### src/mcu_pkg.sv
// Function
// - Green/blue low-gray compensation, levels 1 to 16
// - Red group immunity select, resets low immunity
// - Green group immunity select, resets low immunity
// - Blue group immunity select, resets low immunity
// - Bit 42 limits maximum subperiod to 256
// - Geometry codes 000b, 001b: 16x16, 32x32
// - Codes 010b/011b: 48x48, third device reversed
// - Codes 100b/101b: 48x64, third, fourth reversed
// - Codes 110b/111b: 64x64, third, fourth reversed
// - Bit 47 enables matrix power saving
package mcu_pkg;

    // Register port shape
    localparam int DATA_W = 16;
    localparam int ADDR_W = 2;
    localparam int WORD_W = 48;

    // Word lanes of the 48-bit word, 16 bits each
    localparam logic [ADDR_W-1:0] ADDR_LANE_LOW  = 2'h0;
    localparam logic [ADDR_W-1:0] ADDR_LANE_MID  = 2'h1;
    localparam logic [ADDR_W-1:0] ADDR_LANE_HIGH = 2'h2;

    // Field positions inside the 48-bit word
    localparam int GREEN_COMP_LSB = 28;
    localparam int BLUE_COMP_LSB  = 32;
    localparam int RED_IMM_BIT    = 39;
    localparam int GREEN_IMM_BIT  = 40;
    localparam int BLUE_IMM_BIT   = 41;
    localparam int SUBP_LIM_BIT   = 42;
    localparam int GEOM_LSB       = 43;
    localparam int PSAVE_BIT      = 47;

    // Bits held by this block, and reset word
    localparam logic [WORD_W-1:0] WRITABLE_MASK = 48'hbf8f_f000_0000;
    localparam logic [WORD_W-1:0] WORD_RESET    = 48'h3b80_0000_0000;

    // Subperiod ceiling when the limit is on
    localparam logic [8:0] SUBPERIOD_LIMIT = 9'h100;

    // Geometry select codes
    localparam logic [2:0] GEOM_16X16    = 3'h0;
    localparam logic [2:0] GEOM_32X32    = 3'h1;
    localparam logic [2:0] GEOM_48_SEQA  = 3'h2;
    localparam logic [2:0] GEOM_48_SEQB  = 3'h3;
    localparam logic [2:0] GEOM_4864_A   = 3'h4;
    localparam logic [2:0] GEOM_4864_B   = 3'h5;
    localparam logic [2:0] GEOM_64_SEQA  = 3'h6;
    localparam logic [2:0] GEOM_64_SEQB  = 3'h7;

    // Pixel sizes
    localparam logic [6:0] PIX_16 = 7'h10;
    localparam logic [6:0] PIX_32 = 7'h20;
    localparam logic [6:0] PIX_48 = 7'h30;
    localparam logic [6:0] PIX_64 = 7'h40;

    // Scan orders: slot i in bits 2i+1:2i, device index from zero
    localparam logic [7:0] ORDER_1    = 8'h00;
    localparam logic [7:0] ORDER_12   = 8'h04;
    localparam logic [7:0] ORDER_123  = 8'h24;
    localparam logic [7:0] ORDER_132  = 8'h18;
    localparam logic [7:0] ORDER_1234 = 8'he4;
    localparam logic [7:0] ORDER_1423 = 8'h9c;

endpackage

### src/mcu_config_upper.sv
`timescale 1ns/10ps
module mcu_config_upper
(
    input  wire logic                     ref_clk,      // 100 MHz clock
    input  wire logic                     srst,         // Sync reset
    input  wire logic [mcu_pkg::ADDR_W-1:0] addr,       // Lane address
    input  wire logic [mcu_pkg::DATA_W-1:0] wr_data,    // Write data
    input  wire logic                     wr_stb,       // Write strobe
    input  wire logic                     rd_stb,       // Read strobe
    output logic      [mcu_pkg::DATA_W-1:0] rd_data,    // Read data
    output logic      [4:0]               green_lowgray_comp_level, // 1-16
    output logic      [4:0]               blue_lowgray_comp_level,  // 1-16
    output logic                          red_group_immunity_sel,   // 1 low
    output logic                          green_group_immunity_sel, // 1 low
    output logic                          blue_group_immunity_sel,  // 1 low
    output logic                          subperiod_limit_enable,   // Limit on
    output logic      [8:0]               subperiod_max,  // 0 = no limit
    output logic      [2:0]               module_geometry_sel,      // Code
    output logic      [6:0]               pixel_cols,     // Pixel width
    output logic      [6:0]               pixel_rows,     // Pixel height
    output logic      [2:0]               scan_length,    // Devices scanned
    output logic                          third_stacked_device_rev, // Rev
    output logic                          fourth_stacked_device_rev, // Rev
    output logic      [7:0]               scan_order,     // Slot list
    output logic                          matrix_power_save_enable  // Save
);

    // Compensation code to level
    function automatic logic [4:0] comp_level(input logic [3:0] code);
        comp_level = {1'b0, code} + 5'h01;
    endfunction

    // Geometry decode: cols, rows, length, rev3, rev4, order
    function automatic logic [26:0] geom_info(input logic [2:0] code);
        logic [26:0] r;
        r = '0;
        unique case (code)
            mcu_pkg::GEOM_16X16:
                r = {mcu_pkg::PIX_16, mcu_pkg::PIX_16, 3'h1, 1'b0, 1'b0,
                     mcu_pkg::ORDER_1};
            mcu_pkg::GEOM_32X32:
                r = {mcu_pkg::PIX_32, mcu_pkg::PIX_32, 3'h2, 1'b0, 1'b0,
                     mcu_pkg::ORDER_12};
            mcu_pkg::GEOM_48_SEQA:
                r = {mcu_pkg::PIX_48, mcu_pkg::PIX_48, 3'h3, 1'b1, 1'b0,
                     mcu_pkg::ORDER_123};
            mcu_pkg::GEOM_48_SEQB:
                r = {mcu_pkg::PIX_48, mcu_pkg::PIX_48, 3'h3, 1'b1, 1'b0,
                     mcu_pkg::ORDER_132};
            mcu_pkg::GEOM_4864_A:
                r = {mcu_pkg::PIX_48, mcu_pkg::PIX_64, 3'h3, 1'b1, 1'b1,
                     mcu_pkg::ORDER_123};
            mcu_pkg::GEOM_4864_B:
                r = {mcu_pkg::PIX_48, mcu_pkg::PIX_64, 3'h3, 1'b1, 1'b1,
                     mcu_pkg::ORDER_132};
            mcu_pkg::GEOM_64_SEQA:
                r = {mcu_pkg::PIX_64, mcu_pkg::PIX_64, 3'h4, 1'b1, 1'b1,
                     mcu_pkg::ORDER_1234};
            mcu_pkg::GEOM_64_SEQB:
                r = {mcu_pkg::PIX_64, mcu_pkg::PIX_64, 3'h4, 1'b1, 1'b1,
                     mcu_pkg::ORDER_1423};
        endcase
        geom_info = r;
    endfunction

    logic [mcu_pkg::WORD_W-1:0] cfg_word;
    logic [mcu_pkg::WORD_W-1:0] next_cfg_word;
    logic [mcu_pkg::WORD_W-1:0] lane_mask;
    logic [mcu_pkg::WORD_W-1:0] lane_data;
    logic [mcu_pkg::DATA_W-1:0] next_rd_data;
    logic [mcu_pkg::DATA_W-1:0] lane_read;
    logic [3:0]                 cfg_green;
    logic [3:0]                 cfg_blue;
    logic [2:0]                 cfg_geom;
    logic [26:0]                geom_now;
    logic                       wr_low;
    logic                       wr_mid;
    logic                       wr_high;

    // Lane decode of a write
    assign wr_low  = wr_stb && (addr == mcu_pkg::ADDR_LANE_LOW);
    assign wr_mid  = wr_stb && (addr == mcu_pkg::ADDR_LANE_MID);
    assign wr_high = wr_stb && (addr == mcu_pkg::ADDR_LANE_HIGH);

    // Lane mask and replicated data for a write
    assign lane_mask = wr_low  ? 48'h0000_0000_ffff :
                       wr_mid  ? 48'h0000_ffff_0000 :
                       wr_high ? 48'hffff_0000_0000 : 48'h0;
    assign lane_data = {wr_data, wr_data, wr_data};

    // Only held bits take writes; reserved bits stay zero
    assign next_cfg_word = (cfg_word & ~lane_mask)
                         | (lane_data & lane_mask
                            & mcu_pkg::WRITABLE_MASK);

    // Read lane select; unmapped lane reads zero
    assign lane_read =
        (addr == mcu_pkg::ADDR_LANE_LOW)  ? cfg_word[15:0]  :
        (addr == mcu_pkg::ADDR_LANE_MID)  ? cfg_word[31:16] :
        (addr == mcu_pkg::ADDR_LANE_HIGH) ? cfg_word[47:32] : 16'h0;
    assign next_rd_data = rd_stb ? lane_read : 16'h0;

    // Field views of the stored word
    assign cfg_green = cfg_word[mcu_pkg::GREEN_COMP_LSB +: 4];
    assign cfg_blue  = cfg_word[mcu_pkg::BLUE_COMP_LSB +: 4];
    assign cfg_geom  = cfg_word[mcu_pkg::GEOM_LSB +: 3];
    assign geom_now  = geom_info(cfg_geom);

    // Configuration word and read data
    always_ff @(posedge ref_clk)
    begin
        if (srst)
        begin
            cfg_word <= mcu_pkg::WORD_RESET;
            rd_data  <= 16'h0;
        end
        else
        begin
            cfg_word <= next_cfg_word;
            rd_data  <= next_rd_data;
        end
    end

    // Compensation levels and channel immunity
    always_ff @(posedge ref_clk)
    begin
        if (srst)
        begin
            green_lowgray_comp_level <= 5'h01;
            blue_lowgray_comp_level  <= 5'h01;
            red_group_immunity_sel   <= 1'b1;
            green_group_immunity_sel <= 1'b1;
            blue_group_immunity_sel  <= 1'b1;
        end
        else
        begin
            green_lowgray_comp_level <= comp_level(cfg_green);
            blue_lowgray_comp_level  <= comp_level(cfg_blue);
            red_group_immunity_sel   <=
                cfg_word[mcu_pkg::RED_IMM_BIT];
            green_group_immunity_sel <=
                cfg_word[mcu_pkg::GREEN_IMM_BIT];
            blue_group_immunity_sel  <=
                cfg_word[mcu_pkg::BLUE_IMM_BIT];
        end
    end

    // Subperiod limit and power saving
    always_ff @(posedge ref_clk)
    begin
        if (srst)
        begin
            subperiod_limit_enable   <= 1'b0;
            subperiod_max            <= 9'h000;
            matrix_power_save_enable <= 1'b0;
        end
        else
        begin
            subperiod_limit_enable   <= cfg_word[mcu_pkg::SUBP_LIM_BIT];
            subperiod_max            <= cfg_word[mcu_pkg::SUBP_LIM_BIT]
                                      ? mcu_pkg::SUBPERIOD_LIMIT
                                      : 9'h000;
            matrix_power_save_enable <= cfg_word[mcu_pkg::PSAVE_BIT];
        end
    end

    // Geometry outputs follow the stored code
    always_ff @(posedge ref_clk)
    begin
        if (srst)
        begin
            module_geometry_sel       <= mcu_pkg::GEOM_64_SEQB;
            pixel_cols                <= mcu_pkg::PIX_64;
            pixel_rows                <= mcu_pkg::PIX_64;
            scan_length               <= 3'h4;
            third_stacked_device_rev  <= 1'b1;
            fourth_stacked_device_rev <= 1'b1;
            scan_order                <= mcu_pkg::ORDER_1423;
        end
        else
        begin
            module_geometry_sel       <= cfg_geom;
            {pixel_cols, pixel_rows, scan_length,
             third_stacked_device_rev, fourth_stacked_device_rev,
             scan_order}              <= geom_now;
        end
    end
endmodule // mcu_config_upper

### config.mk
export PLATFORM = sky130hd
export DESIGN_NAME = mcu_config_upper
export DESIGN_NICKNAME = d
export VERILOG_FILES = /design/src/mcu_pkg.sv /design/src/mcu_config_upper.sv
export SDC_FILE = /design/constraint.sdc
export NUM_CORES = 1
export LEC_CHECK = 0
export BUFFER_PORTS_ARGS = -buffer_cell sky130_fd_sc_hd__buf_4
export CORE_MARGIN = 2
export CORE_UTILIZATION = 45
export DETAILED_ROUTE_END_ITERATION = 6
export GPL_TIMING_DRIVEN = 0
export PLACE_DENSITY_LB_ADDON = 0.2
export SYNTH_ARGS = -nofsm -noshare
export SYNTH_HDL_FRONTEND = slang
export SYNTH_SLANG_ARGS = --single-unit
### constraint.sdc
create_clock -name ref_clk -period 2.4 [get_ports ref_clk]
set_input_delay 0.12 -clock ref_clk [delete_from_list [all_inputs] [get_ports ref_clk]]
set_output_delay 0.12 -clock ref_clk [all_outputs]
set_load 0.02 [all_outputs]
==> flow_metrics.py, run 1 <==
metrics = {
    "yosys": {
        "synth_cells": 298,
        "synth_edf_count": 0,
        "synth_top_area_cell": "dfxtp_1",
        "syn_area_sq_um": 3545,
        "async_flop_share": 0,
        "synth_flop_cell": "dfxtp_1",
        "synth_area_per_cell_sq_um": 11.89,
        "synth-xor-area-share": 0.004942,
        "synth.most_common_cell": "dfxtp_1",
        "synth_top_family_by_area": "simple AND/OR/NAND/NOR gates",
        "synth-compound-area-share": 0.07201,
        "yosys-top-cells-count": "92 x dfxtp_1, 33 x mux2i_1, 27 x buf_4",
        "synth_warnings": 0,
        "synth.top_cell.area_share": 0.5196,
        "synth-simple-area-share": 0.1744,
        "yosysSeqAreaShare": 0.5196,
        "synth.area.mux_share": 0.09636,
        "ys_seq_elements": 92,
        "synthDistinctLibCells": 32,
        "yosys.area_share.adder": 0.02471,
        "synth.area.top_cells": "dfxtp_1 52%, mux2i_1 9.3%, buf_4 5.7%",
    },
    "floorplanning": {
        "ios": 92,
        "die_h_microns": 92.75,
        "die_w_microns": 92.75,
        "rows": 32,
        "core-area_sq_um": 7687,
        "die_area_sq_um": 8603,
        "start_util": 0.4611,
    },
    "pwr": {
        "finalPower_w": 0.003016,
        "power_density_nw_per_um2": 670.8,
        "vdd_drop_max_uv": 332.4,
        "p_leak_nw": 2.011,
    },
    "placed_design": {
        "numPortBuffers": 70,
        "dp_hpwl_microns": 4651,
        "globalplace.congestion": 0.7740,
    },
    "timing": {
        "clock.fmax_mhz": 760.9,
        "final_hold_viol_count": 0,
        "fin_crit_ns": 1.314,
        "setup_violations": 0,
        "finalMaxSlewViolations": 0,
        "rsz0062_at_grt": "false",
        "tightest_slew_ns": 0.5653,
        "finalCritPeriodShare": 0.5476,
        "fin_tns_setup_ns": 0,
        "skew_ns": 0.006662,
        "slew_headroom": 0.6231,
    },
    "min_path": {
        "worstHoldStart": "wr_data[8]",
        "hold_class": "input pin to flip-flop",
        "hold_depth": 3,
    },
    "clock_tree": {
        "tritoncts": "done",
        "post_cts_resized": 0,
        "clk_pin_slew_ns": 0.09,
        "cts_buffers": 9,
        "post-cts-setup-buffers": 0,
        "cts_htree_levels": 3,
        "ctsHoldBuffers": 0,
        "insertion_delay_ns": 0.36,
        "clockBufferDepth": 2,
        "clkSinkCount": 92,
        "root_buffer": "clkbuf_8",
    },
    "drt": {
        "drtAntennaViolNets": 0,
        "dr.first_iter.drc_count": 55,
        "wirelength_microns": 6493,
        "drc": 0,
        "vias": 2261,
        "routedWlPerCell_microns": 12.91,
        "first_pass_iters": 4,
        "viasPerCell": 4.495,
    },
    "setup_path": {
        "worstRegToRegCells": 3,
        "path_max_fanout": 6,
        "critPathKind": "flip-flop to flip-flop",
        "start_kind": "flip-flop",
        "cp_data_required_time_ns": 2.66,
        "r2r_slack_ns": 1.09,
        "cp-end-kind": "flip-flop",
        "r2r-end": "scan_order[2]",
        "crit_arrival_ns": 1.57,
    },
    "final_layout": {
        "nNetsFinal": 425,
        "drive_above_1_share": 0.3865,
        "syn_to_final_growth_pct": 26.83,
        "nFillCells": 684,
        "n_antenna_cell": 0,
    },
    "global_routing": {
        "grtUsageTotal": 0.1606,
        "antenna_found_initial": 0,
        "grt_max_degree": 16,
        "grt_pass1_vias": 2252,
        "grt_pass1_wl_microns": 10700,
        "overflow": 0,
    },
    "job": {
        "max_cap_viol_count": 0,
    },
    "run_status": {
        "status": "finished clean",
    },
}
==> placed cells by master, fill, tap and decap left out, types with 2 or more instances in the layout <==
cell | netlist | routed
a211o_1 | 2 | 2
a21oi_1 | 3 | 3
and3b_1 | 2 | 2
and4b_1 | 2 | 2
buf_2 | 8 | 8
buf_4 | 27 | 97
buf_6 | 6 | 6
bufinv_16 | 0 | 2
clkbuf_1 | 3 | 3
clkbuf_8 | 0 | 11
conb_1 | 1 | 18
dfxtp_1 | 92 | 92
ha_1 | 7 | 7
inv_1 | 10 | 10
mux2i_1 | 33 | 33
nand2b_1 | 17 | 17
nand3_1 | 2 | 2
nor2_1 | 17 | 17
nor2b_1 | 5 | 5
nor3b_1 | 18 | 18
nor3b_2 | 15 | 15
o2bb2ai_1 | 6 | 6
o2bb2ai_2 | 9 | 9
or2_2 | 2 | 2
xnor2_1 | 2 | 2
==> stage by stage <==
stage               cells  utilization  cell area (sq um)  hold slack [ns]  worst slack (ns)
finish                503       0.5848               4496          0.01412             1.086
global route          503       0.5848               4496          0.01831             1.016
floorplan             315            -               3608           0.2753             1.257
CTS                   503       0.5848               4496         0.006071             1.093
global placement      487       0.5544               4262           0.3857             1.065
detailed placement    487       0.5544               4262           0.3858             1.077
==> worst max-delay path by stage <==
stage	startpoint	to	slack, ns	cells after the start
floorplan	flip-flop	scan_order[2]	1.26	3
global placement	addr[1]	cfg_word[15]	1.07	5
detailed placement	addr[1]	cfg_word[15]	1.08	5
CTS	flip-flop	scan_order[2]	1.09	3
global route	flip-flop	scan_order[2]	1.02	3
finish	flip-flop	scan_order[2]	1.09	3
==> cells by family (layout without fill, tap and decap cells) <==
| logic type | count (synthesis) | count (layout) |
|---|---|---|
| AOI/OAI and AO/OA | 22 | 22 |
| xor gates and xnor gates | 2 | 2 |
| adders and majority gates | 7 | 7 |
| buffers and inverters | 55 | 141 |
| DFF | 92 | 92 |
| muxes | 34 | 34 |
| other | 1 | 18 |
| and+or+nand+nor | 85 | 85 |
==> layout make-up <==
| cell class | instances | area, sq um | share of cell area |
|---|---|---|---|
| Clock inverter | 5 | 82.58 | 0.01837 |
| Clock buffer | 11 | 151.4 | 0.03368 |
| Sequential cell | 92 | 1842 | 0.4097 |
| Inverter | 10 | 37.54 | 0.008350 |
| Buffer | 45 | 341.6 | 0.07598 |
| Timing Repair Buffer | 70 | 525.5 | 0.1169 |
| Multi-Input combinational cell | 168 | 1388 | 0.3087 |
| Tap cell | 102 | 127.6 | 0.02839 |
==> routing by layer <==
metal / vias to the layer above / GRT usage / routed length, microns
met4: 0 / 0.08088 / 145
met1: 1036 / 0.2013 / 2980
li1: 1152 / - / -
met3: 14 / 0.03173 / 302
met2: 59 / 0.2634 / 3065
met5: - / 0 / 0
==> worst max-delay path, stage by stage (launching register included) <==
cell and delay (ns):
dfxtp_1 0.46, inv_1 0.16, ha_1 0.30, a211o_1 0.29
==> power breakdown <==
group	internal [W]	switching (W)	leakage (nW)
registers	0.00155	0.0000162	0.744
clock network	0.000647	0.000542	0.120
logic	0.000119	0.000142	1.15
Note: power is estimated with default switching activity, not from simulation.
==> run 2: changes to the inputs <==
==> constraint.sdc (replaced) <==
create_clock -name ref_clk -period 1.3 [get_ports ref_clk]
set_input_delay 0.065 -clock ref_clk [delete_from_list [all_inputs] [get_ports ref_clk]]
set_output_delay 0.065 -clock ref_clk [all_outputs]
set_load 0.02 [all_outputs]
==> flow_metrics.py, run 2 (synthesized netlist as in run 1, its figures left out) <==
metrics = {
    "run_status": {
        "status": "finished clean",
    },
    "floorplanning": {
        "start_util": 0.4611,
        "die_h_microns": 92.75,
        "core-area_sq_um": 7687,
        "ios": 92,
        "die_area_sq_um": 8603,
        "die_w_microns": 92.75,
        "rows": 32,
    },
    "setup_path": {
        "path_max_fanout": 6,
        "start_kind": "flip-flop",
        "r2r-end": "scan_order[2]",
        "r2r_slack_ns": 0.09,
        "critPathKind": "flip-flop to flip-flop",
        "worstRegToRegCells": 3,
        "cp_data_required_time_ns": 1.56,
        "crit_arrival_ns": 1.47,
        "cp-end-kind": "flip-flop",
    },
    "global_routing": {
        "grt_max_degree": 16,
        "grt_pass1_vias": 2295,
        "grtUsageTotal": 0.1613,
        "antenna_found_initial": 0,
        "grt_pass1_wl_microns": 10780,
        "overflow": 0,
    },
    "clock_tree": {
        "clk_pin_slew_ns": 0.09,
        "clockBufferDepth": 2,
        "root_buffer": "clkbuf_8",
        "cts_htree_levels": 3,
        "insertion_delay_ns": 0.36,
        "post-cts-setup-buffers": 0,
        "clkSinkCount": 92,
        "cts_buffers": 9,
        "tritoncts": "done",
    },
    "timing": {
        "final_hold_viol_count": 0,
        "skew_ns": 0.006850,
        "fin_tns_setup_ns": 0,
        "finalMaxSlewViolations": 0,
        "clock.fmax_mhz": 823.7,
        "finalCritPeriodShare": 0.9338,
        "fin_crit_ns": 1.214,
        "tightest_slew_ns": 0.5655,
        "rsz0062_at_grt": "false",
        "setup_violations": 0,
        "slew_headroom": 0.6230,
    },
    "min_path": {
        "hold_depth": 3,
        "worstHoldStart": "wr_data[15]",
        "hold_class": "input pin to flip-flop",
    },
    "pwr": {
        "p_leak_nw": 2.056,
        "power_density_nw_per_um2": 1213,
        "vdd_drop_max_uv": 613.6,
    },
    "drt": {
        "vias": 2292,
        "drtAntennaViolNets": 0,
        "dr.first_iter.drc_count": 69,
        "first_pass_iters": 4,
        "drc": 0,
        "routedWlPerCell_microns": 12.70,
        "wirelength_microns": 6529,
        "viasPerCell": 4.459,
    },
    "final_layout": {
        "n_antenna_cell": 0,
        "final_util": 0.5994,
        "nFillCells": 669,
        "final_common_cell": "buf_4",
        "nNetsFinal": 436,
        "regArea_sq_um": 1844,
        "multi_input_comb_area_sq_um": 1388,
        "layout_common_cells": "97 x buf_4, 90 x dfxtp_1, 33 x mux2i_1",
        "drive_above_1_share": 0.3811,
        "final_cells": 514,
        "syn_to_final_growth_pct": 30.00,
    },
    "placed_design": {
        "placedCellCount": 487,
        "numPortBuffers": 70,
        "globalplace.congestion": 0.7740,
        "dp_hpwl_microns": 4651,
    },
    "job": {
        "max_cap_viol_count": 0,
    },
}
-- run 2: layout make-up --
cell class	instances	share of cell area
inverter	10	0.008146
timing repair buffer	81	0.1379
buffer	45	0.07412
tap	102	0.02769
multi-input combinational	168	0.3011
clock buffer	11	0.03285
sequential	92	0.4002
clock inverter	5	0.01792
-- run 2: timing repair --
item | 4_1_cts | 5_1_grt
endpoints found under the setup margin | 1 | 1
resized for setup | 1 | 1
hold buffers | 11 | 0
pin swaps | 0 | 0
endpoints found under the hold margin | 13 | 0
-- run 2: how the worst max path moves through the flow --
stage,end,slack (ns),depth (start not counted)
after global placement,cfg_word[15],0.02,5
after detailed placement,scan_order[2],0.02,3
after CTS,scan_order[2],0.04,3
final,scan_order[2],0.09,3
after global routing,scan_order[2],0.04,3
after floorplan,scan_order[2],0.16,3
-- run 2: worst max-delay path: stages (launching register included) --
cell	delay, ns
dfxtp_2	0.40
inv_1	0.12
ha_1	0.29
a211o_1	0.29
-- run 2: layer usage --
metal,part of all wire,GRT usage
met5,0,0
met4,0.020,0.08088
met3,0.044,0.03011
met2,0.47,0.2670
met1,0.46,0.2013
-- run 2: per-stage QoR --
stage | total power [W] | setup WS [ns] | cell area (sq um) | hold WS, ns
floorplan | 0.003284 | 0.1570 | 3608 | 0.2203
global placement | 0.003434 | 0.02000 | 4262 | 0.3307
detailed placement | 0.003439 | 0.01746 | 4262 | 0.3308
CTS | 0.005631 | 0.03947 | 4607 | 0.0004159
global route | 0.005791 | 0.04139 | 4608 | 0.03051
finish | 0.005592 | 0.08601 | 4608 | 0.01187
-- run 2: power breakdown --
part           internal, W  total, W  switching (W)  leakage, nW
sequential         0.00286   0.00289      0.0000300        0.743
combinational     0.000241  0.000507       0.000267         1.19
clock              0.00120   0.00219       0.000999        0.120
